`src/common/stmh_pkg.sv`:
```
// Package with message codes, status codes and carriers for the target message handler.
package stmh_pkg;

	// Message codes.
	localparam logic [7:0] STMH_MSG_CMD_COMPLETE = 8'h00;
	localparam logic [7:0] STMH_MSG_ABORT = 8'h06;
	localparam logic [7:0] STMH_MSG_REJECT = 8'h07;
	localparam logic [7:0] STMH_MSG_NOP = 8'h08;
	localparam logic [7:0] STMH_MSG_PARITY_ERR = 8'h09;
	localparam logic [7:0] STMH_MSG_BUS_DEV_RESET = 8'h0C;
	localparam int STMH_IDENT_BIT = 7;
	localparam int STMH_IDENT_PROC_BIT = 5;

	// Status codes, five-bit form.
	localparam logic [4:0] STMH_ST_GOOD = 5'h00;
	localparam logic [4:0] STMH_ST_CHECK = 5'h01;

	// Retry limit for MESSAGE IN resends.
	localparam logic [1:0] STMH_MAX_RETRY = 2'h3;

	// Last message the target sent.
	typedef enum logic [2:0] {
		STMH_SENT_NONE = 3'b001,
		STMH_SENT_CC = 3'b010,
		STMH_SENT_REJ = 3'b100
	} stmh_sent_e;

	// Phase in which ATN was seen.
	typedef enum logic [1:0] {
		STMH_PH_MSG_IN = 2'b01,
		STMH_PH_OTHER = 2'b10
	} stmh_phase_e;

	// One received message byte.
	typedef struct packed {
		logic [7:0] code;
		logic [3:0] initiator;
		logic sync_mode;
		logic [1:0] atn_phase;
	} stmh_msg_s;

	// Outcome of one READ command.
	typedef struct packed {
		logic [4:0] status;
		logic ili;
		logic [23:0] info;
	} stmh_read_s;

endpackage

```
`src/core/stmh_core.sv`:
```
// Message-phase decoder and READ status logic of a scanner bus target.
`timescale 1ns/10ps

// How it works
// - ABORT clears the sender's pending work and goes bus free; others keep theirs.
// - ABORT with no unit identified just goes bus free.
// - ABORT with nothing to clear raises no error.
// - Invalid or unexecutable messages are answered with MESSAGE REJECT.
// - Rejected COMMAND COMPLETE or nothing: bus free; rejected REJECT: CHECK CONDITION.
// - PARITY ERROR: resend in MESSAGE IN if ATN seen there, else bus free.
// - At most three resends; failing third retry goes straight to bus free.
// - BUS DEVICE RESET clears all work, sets unit attention for all, bus free.
// - BUS DEVICE RESET byte must arrive by asynchronous transfer.
// - Codes 80..FF are IDENTIFY; bit 5 set is rejected.
// - Overrunning READ gets CHECK CONDITION, IL set, info = requested minus left.
// - Other READs get GOOD; exact drain gives GOOD then CHECK next.
// - After all data is gone every READ gets CHECK until a new window.
// - After status the target sends COMMAND COMPLETE then goes bus free.
// - ATN sampled before phase changes, per message in MESSAGE OUT and IN.
module stmh_core
	import stmh_pkg::*;
#(
	parameter int NUM_INIT = 16,
	parameter int LEN_W = 24
) (
	// Clock and reset.
	input wire logic clock,
	input wire logic rst,
	// Received message from the bus engine.
	input wire logic msg_valid,
	input wire stmh_msg_s msg,
	// Phase sequencer events.
	input wire logic status_done,
	input wire logic msgin_done,
	// READ sequence.
	input wire logic window_set,
	input wire logic [LEN_W-1:0] window_len,
	input wire logic read_valid,
	input wire logic [LEN_W-1:0] read_len,
	// Phase requests, one-cycle pulses.
	output logic go_bus_free,
	output logic send_reject,
	output logic resend_msg,
	output logic send_cmd_complete,
	output logic send_check,
	// Logical unit and initiator state.
	output logic lun_selected,
	output logic [NUM_INIT-1:0] pending,
	output logic [NUM_INIT-1:0] unit_attention,
	// READ answer.
	output logic read_done,
	output stmh_read_s read_result
);

	// Registered state; each register drives an output or a decision below.
	logic go_bus_free_q, send_reject_q, resend_msg_q, send_cc_q, send_check_q;
	logic lun_sel_q;
	logic [NUM_INIT-1:0] pending_q, ua_q;
	logic [1:0] retry_q;
	stmh_sent_e sent_q;
	logic [LEN_W-1:0] remain_q;
	logic drained_q;
	logic read_done_q;
	stmh_read_s read_q;

	// Message decode. The code fields are decoded once and shared. A sync-mode BUS DEVICE
	// RESET byte falls out of the known set and is rejected like any unsupported code.
	wire logic is_abort = msg_valid && msg.code == STMH_MSG_ABORT;
	wire logic is_rej = msg_valid && msg.code == STMH_MSG_REJECT;
	wire logic is_nop = msg_valid && msg.code == STMH_MSG_NOP;
	wire logic is_par = msg_valid && msg.code == STMH_MSG_PARITY_ERR;
	wire logic is_bdr_code = msg_valid && msg.code == STMH_MSG_BUS_DEV_RESET;
	wire logic is_bdr = is_bdr_code && !msg.sync_mode;
	wire logic is_ident = msg_valid && msg.code[STMH_IDENT_BIT];
	wire logic ident_bad = is_ident && msg.code[STMH_IDENT_PROC_BIT];
	wire logic known = is_abort || is_rej || is_nop || is_par || is_bdr || is_ident;
	// A sync-mode BDR byte counts as unexecutable and is rejected.
	wire logic reject_now = ident_bad || (msg_valid && !known);
	wire logic par_in_msgin = is_par && msg.atn_phase == STMH_PH_MSG_IN;
	wire logic retry_left = retry_q < STMH_MAX_RETRY;
	wire logic do_resend = par_in_msgin && retry_left && sent_q != STMH_SENT_NONE;
	wire logic rej_cc = is_rej && sent_q == STMH_SENT_CC;
	wire logic rej_rej = is_rej && sent_q == STMH_SENT_REJ;
	wire logic rej_none = is_rej && sent_q == STMH_SENT_NONE;
	wire logic [NUM_INIT-1:0] sender = NUM_INIT'(1) << msg.initiator;

	// Bus free requests. ABORT needs no unit and raises no error either way.
	wire logic free_d = is_abort || is_bdr || rej_cc || rej_none
		|| (is_par && !do_resend) || msgin_done;

	// READ decode against the remaining data count. Once the data is drained every READ is an
	// overrun, and the shortfall is then the whole request, since nothing is left to send.
	// A zero-length READ is never an overrun unless the data is already drained.
	wire logic overrun = read_valid && (drained_q || read_len > remain_q);
	wire logic [LEN_W-1:0] short_by = drained_q ? read_len : read_len - remain_q;

	// Phase request pulses. Each stands for a single cycle; the bus engine acts on it
	// and sends no acknowledge back.
	always_ff @(posedge clock or posedge rst) begin
		if (rst) begin
			go_bus_free_q <= 1'b0;
			send_reject_q <= 1'b0;
			resend_msg_q <= 1'b0;
			send_cc_q <= 1'b0;
			send_check_q <= 1'b0;
		end else begin
			go_bus_free_q <= free_d;
			send_reject_q <= reject_now;
			resend_msg_q <= do_resend;
			send_cc_q <= status_done;
			send_check_q <= rej_rej;
		end
	end

	// Next retry count. A resend adds one; a fresh status, a reject or a bus free restarts it.
	// The count cannot pass the limit, because a resend is only ordered while retries are left.
	wire logic retry_clr = status_done || reject_now || free_d;
	wire logic [1:0] retry_d = do_resend ? retry_q + 2'h1
		: retry_clr ? 2'h0 : retry_q;

	// Next record of the last message sent. A bus free forgets it, so a REJECT that follows
	// is taken as one with no message issued and simply releases the bus.
	wire stmh_sent_e sent_d = free_d ? STMH_SENT_NONE
		: status_done ? STMH_SENT_CC
		: reject_now ? STMH_SENT_REJ : sent_q;

	// Next unit selection. A good IDENTIFY wins over a bus free that falls in the same cycle.
	wire logic ident_ok = is_ident && !ident_bad;
	wire logic lun_sel_d = ident_ok || (lun_sel_q && !free_d);

	// Next pending work. BUS DEVICE RESET clears the work of every initiator at once, while
	// ABORT clears only its sender, and only once a unit was identified.
	wire logic [NUM_INIT-1:0] pending_d = is_bdr ? {NUM_INIT{1'b0}}
		: (is_abort && lun_sel_q) ? pending_q & ~sender
		: ident_ok ? pending_q | sender : pending_q;

	// Unit attention is sticky; reporting and clearing it belongs to the sense logic.
	wire logic [NUM_INIT-1:0] ua_d = is_bdr ? {NUM_INIT{1'b1}} : ua_q;

	// Retry counter.
	always_ff @(posedge clock or posedge rst) begin
		if (rst) begin
			retry_q <= 2'h0;
		end else begin
			retry_q <= retry_d;
		end
	end

	// Last message sent.
	always_ff @(posedge clock or posedge rst) begin
		if (rst) begin
			sent_q <= STMH_SENT_NONE;
		end else begin
			sent_q <= sent_d;
		end
	end

	// Unit selection flag.
	always_ff @(posedge clock or posedge rst) begin
		if (rst) begin
			lun_sel_q <= 1'b0;
		end else begin
			lun_sel_q <= lun_sel_d;
		end
	end

	// Per-initiator pending work and unit attention.
	always_ff @(posedge clock or posedge rst) begin
		if (rst) begin
			pending_q <= '0;
			ua_q <= '0;
		end else begin
			pending_q <= pending_d;
			ua_q <= ua_d;
		end
	end

	// READ accounting. The window length reloads the remaining count. A window and a READ in
	// one cycle favour the window: the READ still gets its answer strobe, with the old result.
	always_ff @(posedge clock or posedge rst) begin
		if (rst) begin
			remain_q <= '0;
			drained_q <= 1'b1;
			read_done_q <= 1'b0;
			read_q <= '0;
		end else begin
			read_done_q <= read_valid;
			if (window_set) begin
				remain_q <= window_len;
				drained_q <= 1'b0;
			end else if (read_valid) begin
				if (overrun) begin
					read_q.status <= STMH_ST_CHECK;
					read_q.ili <= 1'b1;
					read_q.info <= 24'(short_by);
					remain_q <= '0;
					drained_q <= 1'b1;
				end else begin
					read_q <= '{status: STMH_ST_GOOD, ili: 1'b0, info: 24'h000000};
					remain_q <= remain_q - read_len;
					drained_q <= read_len == remain_q;
				end
			end
		end
	end

	// Outputs straight from flip-flops.
	assign go_bus_free = go_bus_free_q;
	assign send_reject = send_reject_q;
	assign resend_msg = resend_msg_q;
	assign send_cmd_complete = send_cc_q;
	assign send_check = send_check_q;
	assign lun_selected = lun_sel_q;
	assign pending = pending_q;
	assign unit_attention = ua_q;
	assign read_done = read_done_q;
	assign read_result = read_q;

endmodule

```
`config.mk`:
```
export PLATFORM = sky130hd
export DESIGN_NAME = stmh_core
export DESIGN_NICKNAME = d
export VERILOG_FILES = /design/src/common/stmh_pkg.sv /design/src/core/stmh_core.sv
export SDC_FILE = /design/constraint.sdc
export NUM_CORES = 1
export LEC_CHECK = 0
export BUFFER_PORTS_ARGS = -buffer_cell sky130_fd_sc_hd__buf_2
export CORE_AREA = 2 2 117 108
export DETAILED_ROUTE_END_ITERATION = 7
export DIE_AREA = 0 0 119 110
export GPL_TIMING_DRIVEN = 0
export MAX_ROUTING_LAYER = met4
export PLACE_DENSITY = 0.79
export SYNTH_ARGS = -nofsm -noshare
export SYNTH_HDL_FRONTEND = slang
export SYNTH_SLANG_ARGS = --single-unit
```
`constraint.sdc`:
```
create_clock -name clock -period 2.9 [get_ports clock]
set_input_delay 0.29 -clock clock [delete_from_list [all_inputs] [get_ports clock]]
set_output_delay 0.29 -clock clock [all_outputs]
set_load 0.02 [all_outputs]
```
==> reports/results.ini <==
[placed_design]
place_inst=1103
dp_slack_ps=-215
numPortBuffers=134
hpwlAfterDp_um=14800
place.gp.congestion=0.942
dpl_cell_area_um2=7330

[floorplan]
pin_count=139
die_height_um=110
die_area_um2=13100
die_w_um=119
start_util=0.542
rows=38
core_area_um2=11800

[synth]
yosys-top-cells-count=a21oi_1 (102), dfrtp_1 (77), nor2_1 (76), inv_1 (65), o21ai_0 (63)
synth_edf_count=0
syn_area_per_cell_um2=7.97
postSynth.asyncResetShare=1.00
synth.top_cell.area_share=0.300
synth_top_area_cell=dfrtp_1
seq_area_frac_synth=0.309
yosysMostFrequentCell=a21oi_1
yosys_warnings=0
synth_area_um2=6410
ys.flop_type=dfrtp_1
ys_types=71
yosys-top-cells-area=dfrtp_1 (30%), ha_1 (9.4%), a21oi_1 (8.0%)
ys_seq_elements=79
synth_cells=805

[global_route]
grt_pass1_vias=5942
grt_max_degree=48
antenna_found_initial=0
grt-ovfl-total=0
track_usage=0.305
grt_pass1_wl_um=30300

[setup_path]
worst_r2r_path_depth=11
rr_endpoint=read_result[7]
r2r_slack_ps=120
start_kind=register
crit_arrival_ps=3000
setup.worst_path.end_class=register
path_max_fanout=8
worstReg2RegStart=remain_q[19]
crit_type=reg -> reg
cp.required_ps=3120

[route]
wl_um=19800
via_per_inst=5.87
post_drt_wl_per_cell_um=17.6
vias=6603
drt-pass1-iter-count=5
drt_iter0_drc=634
drc=0
drt.antenna.violating_nets=0

[timing]
worstMarginPinSlew_ps=777
setup_viol=0
slew_viol_final=0
fin_skew_ps=10.2
relSlewSlack=0.477
fin_crit_ps=2780
fmax_ghz=0.360
fin_ws_ps=123
period_share=0.958
hold_violations=0

[cells_and_area]
regArea_um2=1980
drive_gt1_frac=0.223
n_fill_cell=1039
fin_area_um2=7740
multi_input_area_um2=3930
antenna_cells=0
area_delta_synth_final_pct=20.6
fin_cells=1124
final_nets=1080

[power_and_ir_drop]
p_clk_frac=0.248
internal_power_mw=2.76
switchingPower_mw=1.93
pwr_density_cell_nw_per_um2=606
power_mw=4.69
p_seq_frac=0.301
ir_drop_uv=303
p_comb_frac=0.451
leakagePower_nw=3.71
swShare=0.412

[clock_tree]
clk_latency_ps=350
cts-root-buf=clkbuf_16
cts_sinks=79
cts_buffer_depth=2
clk_pin_slew_ps=60
numCtsBuffers=9
cts_max_level=3
cts_tree=done

[worst_hold_path]
min_path_cells=1
hold_path.class=in -> reg
hold_path_end=read_done
min_from=read_valid

[outcome]
status=finished, final reports clean

[flow_run]
cap_violations=0

## power by group through the flow
| stage | clock, mW | combinational (mW) | sequential (mW) |
|---|---|---|---|
| 2_1_floorplan | 0 | 1.25 | 1.59 |
| 3_3_place_gp | 0 | 1.99 | 1.42 |
| 3_5_place_dp | 0 | 2.02 | 1.43 |
| 4_1_cts | 1.18 | 2.04 | 1.41 |
| 5_1_grt | 1.22 | 2.29 | 1.43 |
| 6_report | 1.17 | 2.12 | 1.41 |
## sequential cells by signal, summed over array words and instances (netlist names)
name and flops:
send_check 1, resend_msg 1, sent_q 3, unit_attention 1
drained_q 1, retry_q 2, go_bus_free 1, read_done 1
send_cmd_complete 1, remain_q 24, lun_selected 1, send_reject 1
pending 16, read_result 25
## per-layer routing
layer,global-route usage,routed length [um],vias to the layer above
met5,-,0,-
met3,0.0684,1650,54
met4,0.0978,486,0
met1,0.407,8580,3125
li1,-,-,3145
met2,0.466,9100,279
## worst max-delay path: stages, from the launching register on
cell and delay [ps]:
dfrtp_1 380, ha_1 260, buf_2 200, nand4_1 220
nor2_2 260, and4_1 270, a21o_1 240, a21oi_4 130
buf_4 190, buf_4 130, a221oi_1 300, nor2_1 70
## kinds of logic after synthesis
family          share of synthesized area
mux                               0.00663
xor+xnor                           0.0423
compound gates                      0.273
fa+ha+maj                          0.0999
other cells                      0.000585
flops                               0.309
buf+inv                            0.0907
simple gates                        0.179
## worst max-delay path by stage
stage                       startpoint              end  slack, ps  cells past startpoint
after global routing      remain_q[19]   read_result[9]        -10                     11
after global placement             rst      remain_q[8]       -430                      2
after floorplan            remain_q[0]      remain_q[1]        480                     10
after detailed placement  read_len[13]     remain_q[18]       -220                     11
after CTS                  remain_q[0]  read_result[20]         20                      9
final                     remain_q[19]   read_result[7]        120                     11
## cell type report
class	count	area share
plain buffers	65	0.0442
flip-flops and latches	79	0.256
multi-input cells	599	0.507
clock inverters	5	0.00760
clock buffers	10	0.0309
well taps	160	0.0259
repair buffers	141	0.0964
inverters	65	0.0319
## through the flow
stage	utilization	hold WS, ps	setup TNS, ps
after floorplan	-	321	0
after global placement	0.616	455	-34970
after detailed placement	0.619	336	-3310
after CTS	0.646	96.1	0
after global routing	0.653	95.7	-13.6
final	0.653	99.5	0
## cells in the final DEF (no fill, tap or decap), drive strengths merged, types with 10 or more instances in the layout
cell type  count
nor3          42
inv           65
nand4         11
clkbuf        36
xnor2         21
xor2          10
nand3         13
buf          179
a21o          16
nand2b        10
a211oi        22
a21oi        103
nand2         42
ha            48
o21ai         66
nor2          76
a221oi        12
o21bai        11
dfrtp         77
## repair_timing
item | in CTS | in global routing
pin swaps | 1 | 3
setup endpoints to repair | 18 | 32
resized for setup | 3 | 12
hold endpoints to repair | 32 | 0
buffers inserted | 0 | 5
hold buffers | 1 | 0
Power figures use the tool's default switching activity.
